[config.mk]
export PLATFORM = sky130hd
export DESIGN_NAME = iesw_core
export DESIGN_NICKNAME = d
export VERILOG_FILES = /design/src/iesw_pkg.sv /design/src/iesw_core.sv
export VERILOG_INCLUDE_DIRS = /design/src
export SDC_FILE = /design/constraint.sdc
export NUM_CORES = 1
export LEC_CHECK = 0
export BUFFER_PORTS_ARGS = -buffer_cell sky130_fd_sc_hd__buf_4
export CELL_PAD_IN_SITES_DETAIL_PLACEMENT = 0
export CELL_PAD_IN_SITES_GLOBAL_PLACEMENT = 1
export CORE_UTILIZATION = 35
export CTS_BUF_LIST = sky130_fd_sc_hd__clkbuf_2 sky130_fd_sc_hd__clkbuf_4 sky130_fd_sc_hd__clkbuf_8
export DETAILED_ROUTE_END_ITERATION = 7
export MAX_ROUTING_LAYER = met4
export PLACE_DENSITY = 0.93
export SLEW_MARGIN = 20
export SYNTH_ARGS = -nofsm -noshare
export SYNTH_HDL_FRONTEND = slang
export SYNTH_SLANG_ARGS = --single-unit
[constraint.sdc]
create_clock -name mclk_in -period 2.7 [get_ports mclk_in]
set_input_delay 0.81 -clock mclk_in [delete_from_list [all_inputs] [get_ports mclk_in]]
set_output_delay 0.81 -clock mclk_in [all_outputs]
set_load 0.01 [all_outputs]
[src/iesw_params.svh]
// Purpose: Named constants for the interrupt enable and sleep/wake block.
// Assumes: Included by its bare name from the design file.
// Notes: Offsets are byte addresses on the AXI4-Lite register bus.
`ifndef IESW_PARAMS_SVH
`define IESW_PARAMS_SVH
`define IESW_OFF_MASK 4'h0
`define IESW_OFF_SLEEP 4'h4
`define IESW_OFF_STATUS 4'h8
`define IESW_MASK_RESET 8'h00
`define IESW_MASK_WMASK 8'hBF
`define IESW_BIT_GLOBAL 7
`define IESW_BIT_EXT0 0
`define IESW_BIT_TMR0 1
`define IESW_BIT_EXT1 2
`define IESW_BIT_TMR1 3
`define IESW_BIT_SER 4
`define IESW_BIT_TMR2 5
`define IESW_CLK_PER_MC 12
`define IESW_IDLE_RESET_MC 2
`define IESW_PH_FIVE_TWO 4'd9
`define IESW_PH_TWO_TWO 4'd3
`define IESW_RESP_OKAY 2'h0
`define IESW_RESP_SLVERR 2'h2
`endif

[src/iesw_pkg.sv]
// Purpose: Types shared by the interrupt enable and sleep/wake block.
// Assumes: Nothing beyond the constants header.
// Notes: Sleep state is one-hot.
package iesw_pkg;
  typedef enum logic [2:0] {
    IESW_RUN = 3'h1,
    IESW_IDLE = 3'h2,
    IESW_PDOWN = 3'h4
  } iesw_sleep_e;
  typedef logic [5:0] iesw_src_t;
endpackage : iesw_pkg

[src/iesw_core.sv]
// Purpose: Interrupt enable, request gating, fixed priority and idle/power-down control.
// Assumes: Sources, phase counter and CPU strobes are synchronous to mclk_in.
// Notes: Registers reached over AXI4-Lite; sleep entry by register write or CPU strobe.
`timescale 1ns/1ns
`include "iesw_params.svh"

// How it works
// - Six sources: two external pins, three timer flags, serial port, each a vector.
// - Per-source enable bit; one lets source request, zero blocks it.
// - Top enable bit is global; zero blocks every request.
// - Enable bits: 5 timer2, 4 serial, 3 timer1, 2 ext1, 1 timer0, 0 ext0.
// - Timer 2 request is overflow flag OR external event flag.
// - Vectoring never clears timer 2 flags; software clears them.
// - Timer 0/1 flags set at phase five-two, sampled next machine cycle.
// - Timer 2 flag set at phase two-two, sampled same machine cycle.
// - Idle halts CPU, peripherals run, registers keep contents.
// - Idle ends on any enabled interrupt or hardware reset.
// - Reset ending idle: up to two cycles run, RAM writes blocked.
// - Power-down stops oscillator; registers hold until exit.
// - Power-down exits only on reset or enabled external request.
// - Reset ending power-down restores registers, leaves RAM alone.
// - Strobes high in idle, low in power-down; port 0 floats externally.
// - Machine cycle is twelve oscillator periods.
module iesw_core #(
  parameter int CLK_PER_MC = `IESW_CLK_PER_MC
) (
  input wire logic mclk_in,
  input wire logic resetn_in,
  input wire logic [3:0] awaddr_in,
  input wire logic awvalid_in,
  output logic awready_out,
  input wire logic [31:0] wdata_in,
  input wire logic [3:0] wstrb_in,
  input wire logic wvalid_in,
  output logic wready_out,
  output logic [1:0] bresp_out,
  output logic bvalid_out,
  input wire logic bready_in,
  input wire logic [3:0] araddr_in,
  input wire logic arvalid_in,
  output logic arready_out,
  output logic [31:0] rdata_out,
  output logic [1:0] rresp_out,
  output logic rvalid_out,
  input wire logic rready_in,
  input wire logic ext_request_zero_in,
  input wire logic ext_request_one_in,
  input wire logic timer0_overflow_flag_in,
  input wire logic timer1_overflow_flag_in,
  input wire logic timer2_overflow_flag_in,
  input wire logic timer2_external_flag_in,
  input wire logic serial_flag_in,
  input wire logic [3:0] phase_in,
  input wire logic idle_enter_in,
  input wire logic pdown_enter_in,
  input wire logic ext_mem_in,
  output logic [5:0] pending_out,
  output logic irq_out,
  output logic [2:0] vector_out,
  output logic cpu_halt_out,
  output logic osc_stop_out,
  output logic ram_write_block_out,
  output logic addr_strobe_out,
  output logic program_store_strobe_out,
  output logic port0_float_out
);
  localparam int RST_CNT = `IESW_IDLE_RESET_MC * CLK_PER_MC;

  // Timer polls need phase five-two inside the cycle; the 4-bit phase and 6-bit guard count cap it
  if (CLK_PER_MC <= `IESW_PH_FIVE_TWO || CLK_PER_MC > 16) begin : g_bad_clk_per_mc
    $error("CLK_PER_MC out of range");
  end

  logic [7:0] interrupt_enable_mask_r;
  iesw_pkg::iesw_sleep_e sleep_r;
  iesw_pkg::iesw_src_t raw_req;
  iesw_pkg::iesw_src_t latched_r;
  iesw_pkg::iesw_src_t gated;
  logic global_irq_allow;
  logic aw_held_r;
  logic w_held_r;
  logic [3:0] aw_addr_r;
  logic [31:0] w_data_r;
  logic [3:0] w_strb_r;
  logic wr_go;
  logic [1:0] sleep_req;
  logic ext_wake;
  logic any_wake;
  logic [5:0] rst_cnt_r;

  // Source vector in enable-bit order; timer 2 merges both flags, neither cleared here
  assign raw_req[`IESW_BIT_EXT0] = ext_request_zero_in;
  assign raw_req[`IESW_BIT_TMR0] = timer0_overflow_flag_in;
  assign raw_req[`IESW_BIT_EXT1] = ext_request_one_in;
  assign raw_req[`IESW_BIT_TMR1] = timer1_overflow_flag_in;
  assign raw_req[`IESW_BIT_SER] = serial_flag_in;
  assign raw_req[`IESW_BIT_TMR2] = timer2_overflow_flag_in | timer2_external_flag_in;

  // Poll points: timer 0/1 flags set at five-two are caught a machine cycle later;
  // timer 2 set at two-two is caught at five-two of that same cycle
  generate
    for (genvar i = 0; i < 6; i++) begin : g_poll
      always_ff @(posedge mclk_in) begin
        if (!resetn_in) begin
          latched_r[i] <= 1'b0;
        end else if (i == `IESW_BIT_TMR2) begin
          if (phase_in == `IESW_PH_FIVE_TWO) begin
            latched_r[i] <= raw_req[i];
          end
        end else if (i == `IESW_BIT_TMR0 || i == `IESW_BIT_TMR1) begin
          if (phase_in == `IESW_PH_FIVE_TWO) begin
            latched_r[i] <= raw_req[i];
          end
        end else begin
          latched_r[i] <= raw_req[i];
        end
      end
    end
  endgenerate

  // Global and per-source gating
  assign global_irq_allow = interrupt_enable_mask_r[`IESW_BIT_GLOBAL];
  assign gated = global_irq_allow ? (latched_r & interrupt_enable_mask_r[5:0]) : 6'h00;
  assign pending_out = gated;
  assign irq_out = |gated;

  // Fixed priority: lowest bit order ext0,t0,ext1,t1,ser,t2 matches the wanted ranking
  always_comb begin
    vector_out = 3'h0;
    for (int k = 5; k >= 0; k--) begin
      if (gated[k]) begin
        vector_out = 3'(k);
      end
    end
  end

  // AXI write: capture address and data in either order, answer once both are held
  assign awready_out = !aw_held_r && !bvalid_out;
  assign wready_out = !w_held_r && !bvalid_out;
  assign wr_go = aw_held_r && w_held_r && !bvalid_out;

  always_ff @(posedge mclk_in) begin
    if (!resetn_in) begin
      aw_held_r <= 1'b0;
      w_held_r <= 1'b0;
      aw_addr_r <= 4'h0;
      w_data_r <= 32'h0;
      w_strb_r <= 4'h0;
      bvalid_out <= 1'b0;
      bresp_out <= `IESW_RESP_OKAY;
    end else begin
      if (awvalid_in && awready_out) begin
        aw_held_r <= 1'b1;
        aw_addr_r <= awaddr_in;
      end
      if (wvalid_in && wready_out) begin
        w_held_r <= 1'b1;
        w_data_r <= wdata_in;
        w_strb_r <= wstrb_in;
      end
      if (wr_go) begin
        aw_held_r <= 1'b0;
        w_held_r <= 1'b0;
        bvalid_out <= 1'b1;
        bresp_out <= (aw_addr_r == `IESW_OFF_MASK || aw_addr_r == `IESW_OFF_SLEEP) ? `IESW_RESP_OKAY
                     : `IESW_RESP_SLVERR;
      end else if (bvalid_out && bready_in) begin
        bvalid_out <= 1'b0;
      end
    end
  end

  // Enable mask: bit 6 kept at zero whatever software writes; reset restores it
  always_ff @(posedge mclk_in) begin
    if (!resetn_in) begin
      interrupt_enable_mask_r <= `IESW_MASK_RESET;
    end else if (wr_go && aw_addr_r == `IESW_OFF_MASK && w_strb_r[0]) begin
      interrupt_enable_mask_r <= w_data_r[7:0] & `IESW_MASK_WMASK;
    end
  end

  // Sleep entry: bit 0 idle, bit 1 power-down; power-down wins if both
  assign sleep_req[0] = idle_enter_in | (wr_go && aw_addr_r == `IESW_OFF_SLEEP && w_strb_r[0] && w_data_r[0]);
  assign sleep_req[1] = pdown_enter_in | (wr_go && aw_addr_r == `IESW_OFF_SLEEP && w_strb_r[0] && w_data_r[1]);
  assign ext_wake = |(gated & 6'h05);
  assign any_wake = |gated;

  // Sleep state; enabled requests end idle, only external ones end power-down
  always_ff @(posedge mclk_in) begin
    if (!resetn_in) begin
      sleep_r <= iesw_pkg::IESW_RUN;
    end else begin
      case (sleep_r)
        iesw_pkg::IESW_RUN: begin
          if (sleep_req[1]) begin
            sleep_r <= iesw_pkg::IESW_PDOWN;
          end else if (sleep_req[0]) begin
            sleep_r <= iesw_pkg::IESW_IDLE;
          end
        end
        iesw_pkg::IESW_IDLE: begin
          if (any_wake) begin
            sleep_r <= iesw_pkg::IESW_RUN;
          end
        end
        iesw_pkg::IESW_PDOWN: begin
          if (ext_wake) begin
            sleep_r <= iesw_pkg::IESW_RUN;
          end
        end
        default: begin
          sleep_r <= iesw_pkg::IESW_RUN;
        end
      endcase
    end
  end

  // A reset that catches idle blocks RAM writes for two machine cycles; port pins stay free.
  // The count runs on through a held reset; unknowns at power-up fall to the zero branch
  always_ff @(posedge mclk_in) begin
    if (!resetn_in && sleep_r == iesw_pkg::IESW_IDLE) begin
      rst_cnt_r <= 6'(RST_CNT);
    end else if (rst_cnt_r != 6'h00) begin
      rst_cnt_r <= rst_cnt_r - 6'h01;
    end else begin
      rst_cnt_r <= 6'h00;
    end
  end

  // Guard stays high from the catching edge until the count runs out
  always_ff @(posedge mclk_in) begin
    if ((!resetn_in && sleep_r == iesw_pkg::IESW_IDLE) || rst_cnt_r > 6'h01) begin
      ram_write_block_out <= 1'b1;
    end else begin
      ram_write_block_out <= 1'b0;
    end
  end

  // Sleep pin states: strobes high in idle, low in power-down; port 0 floats with external memory
  always_ff @(posedge mclk_in) begin
    if (!resetn_in) begin
      cpu_halt_out <= 1'b0;
      osc_stop_out <= 1'b0;
      addr_strobe_out <= 1'b1;
      program_store_strobe_out <= 1'b1;
      port0_float_out <= 1'b0;
    end else begin
      cpu_halt_out <= (sleep_r != iesw_pkg::IESW_RUN);
      osc_stop_out <= (sleep_r == iesw_pkg::IESW_PDOWN);
      addr_strobe_out <= (sleep_r != iesw_pkg::IESW_PDOWN);
      program_store_strobe_out <= (sleep_r != iesw_pkg::IESW_PDOWN);
      port0_float_out <= ext_mem_in && (sleep_r != iesw_pkg::IESW_RUN);
    end
  end

  // AXI read: one word per request, held until taken
  assign arready_out = !rvalid_out;
  always_ff @(posedge mclk_in) begin
    if (!resetn_in) begin
      rvalid_out <= 1'b0;
      rdata_out <= 32'h0;
      rresp_out <= `IESW_RESP_OKAY;
    end else if (arvalid_in && arready_out) begin
      rvalid_out <= 1'b1;
      rresp_out <= `IESW_RESP_OKAY;
      case (araddr_in)
        `IESW_OFF_MASK: rdata_out <= {24'h0, interrupt_enable_mask_r};
        `IESW_OFF_SLEEP: rdata_out <= {30'h0, sleep_r == iesw_pkg::IESW_PDOWN, sleep_r == iesw_pkg::IESW_IDLE};
        `IESW_OFF_STATUS: rdata_out <= {20'h0, 1'b0, vector_out, 2'h0, gated};
        default: begin
          rdata_out <= 32'h0;
          rresp_out <= `IESW_RESP_SLVERR;
        end
      endcase
    end else if (rvalid_out && rready_in) begin
      rvalid_out <= 1'b0;
    end
  end

  // Checks
  global_gate_a: assert property (@(posedge mclk_in) disable iff (!resetn_in)
    !global_irq_allow |-> !irq_out) else $error("request passed with global enable low");
  bit_six_a: assert property (@(posedge mclk_in) disable iff (!resetn_in)
    interrupt_enable_mask_r[6] == 1'b0) else $error("reserved enable bit set");
  pdown_wake_a: assert property (@(posedge mclk_in) disable iff (!resetn_in)
    (sleep_r == iesw_pkg::IESW_PDOWN && !ext_wake) |=> sleep_r == iesw_pkg::IESW_PDOWN)
    else $error("power-down left without external request");
  idle_wake_a: assert property (@(posedge mclk_in) disable iff (!resetn_in)
    (sleep_r == iesw_pkg::IESW_IDLE && any_wake) |=> sleep_r == iesw_pkg::IESW_RUN)
    else $error("idle not ended by request");
  strobe_pdown_a: assert property (@(posedge mclk_in) disable iff (!resetn_in)
    sleep_r == iesw_pkg::IESW_PDOWN |=> !addr_strobe_out && !program_store_strobe_out && osc_stop_out)
    else $error("strobes not low in power-down");
  priority_ext0_a: assert property (@(posedge mclk_in) disable iff (!resetn_in)
    gated[0] |-> vector_out == 3'h0) else $error("external 0 not first");
  timer2_or_a: assert property (@(posedge mclk_in) disable iff (!resetn_in)
    (phase_in == `IESW_PH_FIVE_TWO && timer2_external_flag_in) |=> latched_r[5])
    else $error("timer 2 external flag lost");
  ram_guard_on_a: assert property (@(posedge mclk_in)
    (!resetn_in && sleep_r == iesw_pkg::IESW_IDLE) |=> ram_write_block_out)
    else $error("RAM writes not blocked after idle reset");
  ram_guard_off_a: assert property (@(posedge mclk_in) disable iff (!resetn_in)
    rst_cnt_r == 6'h00 |=> !ram_write_block_out) else $error("RAM writes blocked without idle reset");
  timer0_hold_a: assert property (@(posedge mclk_in) disable iff (!resetn_in)
    phase_in != `IESW_PH_FIVE_TWO |=> $stable(latched_r[1])) else $error("timer 0 sampled off phase");
endmodule : iesw_core

==> results.txt <==
final setup fails: 0
switching pwr: 0.508 mW
First-pass DRT Iterations: 4
post-CTS sizing: 0
synthesized flop and latch total: 55
CTS HTree Levels: 2
CP arrival: 1660 ps
RSZ-0062 raised after global routing: false
Comb pwr share: 19.4%
post-synthesis cell count: 289
GR Overflow Total: 0
Max-Cap Viols: 0
TNS Setup: 0 ps
CTS Hold Bufs: 0
antenna violations before repair: 0
crit-path max FO: 16
CP required: 1890 ps
crit end category: output pin
Hold Vio Cnt, Final: 0
top cell type's share of synthesized area: 43.7%
Yosys Warn Count: 0
Worst slew margin: 61.4%
max frequency: 404 MHz
Int Pwr: 1.23 mW
met2 usage: 26.9%
leakage power: 1.39 nW
Area Overhead vs Synth: 22.9%
first-pass GRT wire length: 9.07 mm
number of global-route vias before repair: 1,997
hold depth: 2
Worst-Margin Slew: 575 ps
worst stage delay on the critical path: 620 ps
outcome: finished, final reports clean
n_diodes: 0
Layout Nets: 421
slowest CP cell: dfxtp_1
via count: 2,076
Die X: 86.9 um
Max Clock Skew: 9.16 ps
wire per inst: 12.3 um
CP Class: reg2out
mean post-synth cell area: 8.72 um2
max-slew violation count: 0
VDD IR max: 0.273 mV
num ports: 122
initial core utilization: 36.7%
post-route design area: 3100 um2
Post-synth ARST share: 0%
Vias/cell: 4.62
gr busiest metal: met2
main area contributors after synthesis: dfxtp_1 44%, buf_4 7.4%, nor2_1 5.8%
met1 usage: 19.1%
total wire length: 5.52 mm
Clk pwr share: 24.9%
Clock Path Buffers: 2
GPL Wtd Cong: 0.868
R2R depth: 4
Synth cell types: 52
Most used DFF post-synth: dfxtp_1
Clock Latency Late Sink: 310 ps
pwr dens: 563 nW/um2
Total GRT Usage: 15.9%
synthesized area: 2520 um2
Sw Share: 29.2%
DRT iter0 DRCs: 96
post-route clock period utilization: 91.6%
# clock sinks: 55
fillers: 699
DRC: 0
Cell Area, Placed: 3020 um2
ANT nets after route: 0
share of layout cells above drive strength 1: 24.6%
Worst setup SP type: register
clock transition at the registers of the reported paths: 90 ps
post-route minimum period: 2470 ps
CTS tree: built
Post-CTS Setup Inserts: 0
HPWL Detailed: 4.27 mm
port bufs: 69
CP cell instances: inv_1 > a41oi_1 > buf_4
EDFF count, synth: 0
# rows: 30
CTS root buf: clkbuf_8
Layout Utilization: 45.1%
largest net degree at the start of global routing: 31
TritonCTS buffer count: 5
Core Area: 6870 um2
Seq/Total Area, Yosys: 43.7%
Reg power frac: 55.7%
Power, Total: 1.74 mW
Worst Hold Class: reg2reg
DIE AREA: 7540 um2
die height: 86.9 um
Yosys top cell by area: dfxtp_1
met3 global-route usage: 3.51%
[cell usage after synthesis (3+ instances only)]
library cell,n
nor2_1,39
mux2i_1,13
nand2_1,34
dfxtp_1,55
a22oi_1,6
and2_1,6
nand2b_1,5
nand3_1,4
a21oi_1,17
and3_1,6
nor3_1,5
a32oi_1,3
buf_4,25
inv_1,11
clkbuf_1,5
o21ai_0,3
a21boi_0,3
buf_1,3
[path summary, 6_finish.rpt]
| check | start | end | slack, ps |
|---|---|---|---|
| min reg2reg | rdata_out[10] | rdata_out[10] | 460 |
| min | rdata_out[10] | rdata_out[10] | 460 |
| max | interrupt_enable_mask_r[7] | irq_out | 230 |
| max reg2reg | aw_addr_r[0] | interrupt_enable_mask_r[4] | 1020 |
[cells by family after synthesis]
| family | count (synthesis) | synth area share [%] |
|---|---|---|
| AO/OA/AOI/OAI | 48 | 13.5 |
| XOR/XNOR | 3 | 1.04 |
| adder cells (fa/ha/maj) | 2 | 0.993 |
| buffers and inverters | 47 | 11.1 |
| flip-flops | 55 | 43.7 |
| multiplexers | 15 | 6.06 |
| other | 1 | 0.149 |
| AND/OR/NAND/NOR | 118 | 23.5 |
[power by group through the flow]
stage | logic [mW] | clock network (mW) | registers [mW]
after detailed placement | 0.341 | 0 | 0.988
after global routing | 0.388 | 0.473 | 0.983
after global placement | 0.329 | 0 | 0.983
after floorplan | 0.255 | 0 | 0.977
final | 0.338 | 0.434 | 0.970
after CTS | 0.342 | 0.441 | 0.969
[cell usage in the layout (no fill, tap or decap), types with 3 or more instances in the layout]
master / count
o21ai_0: 3
a22oi_1: 6
dfxtp_1: 55
a32oi_1: 3
buf_4: 71
a21boi_0: 3
nand3_1: 4
nor2_1: 39
and3_1: 6
clkbuf_8: 5
mux2i_1: 13
nor3_1: 5
and2_1: 6
conb_1: 24
a21oi_1: 17
nand2_1: 34
inv_1: 11
nand2b_1: 5
[stage by stage]
step | cells | setup WS [ps] | hold WS (ps)
2_1_floorplan | 312 | 839 | 425
3_3_place_gp | 443 | 573 | 440
3_5_place_dp | 443 | 576 | 449
4_1_cts | 449 | 227 | 460
5_1_grt | 449 | 88.6 | 480
6_report | 449 | 228 | 458
[flip-flops by register name (all words and copies together) (netlist names), 3 cells and up]
signal and cells:
latched_r 6, sleep_r 3, rst_cnt_r 6, rdata_out 10
interrupt_enable_mask_r 7, w_data_r 7, aw_addr_r 4
[critical path: cells and delay by family (launching register included)]
kind / cells / cell delay (ps)
buf+inv: 2 / 340
compound gates: 1 / 400
flops: 1 / 620
[final cells by class]
cell class | count | area [um2] | share of cell area, %
flip-flops and latches | 55 | 1100 | 35.6
inverters | 11 | 41.3 | 1.33
clock inverters | 1 | 7.51 | 0.242
repair buffers | 71 | 533 | 17.2
well taps | 96 | 120 | 3.88
clock buffers | 5 | 68.8 | 2.22
multi-input cells | 210 | 1220 | 39.6
[metal layers]
metal / share of wire [%] / up-vias
li1: - / 1070
met1: 47 / 945
met2: 48 / 59
met3: 4.7 / 2
met4: 0.27 / 0
met5: 0 / -
(Power assumes the default switching activity.)
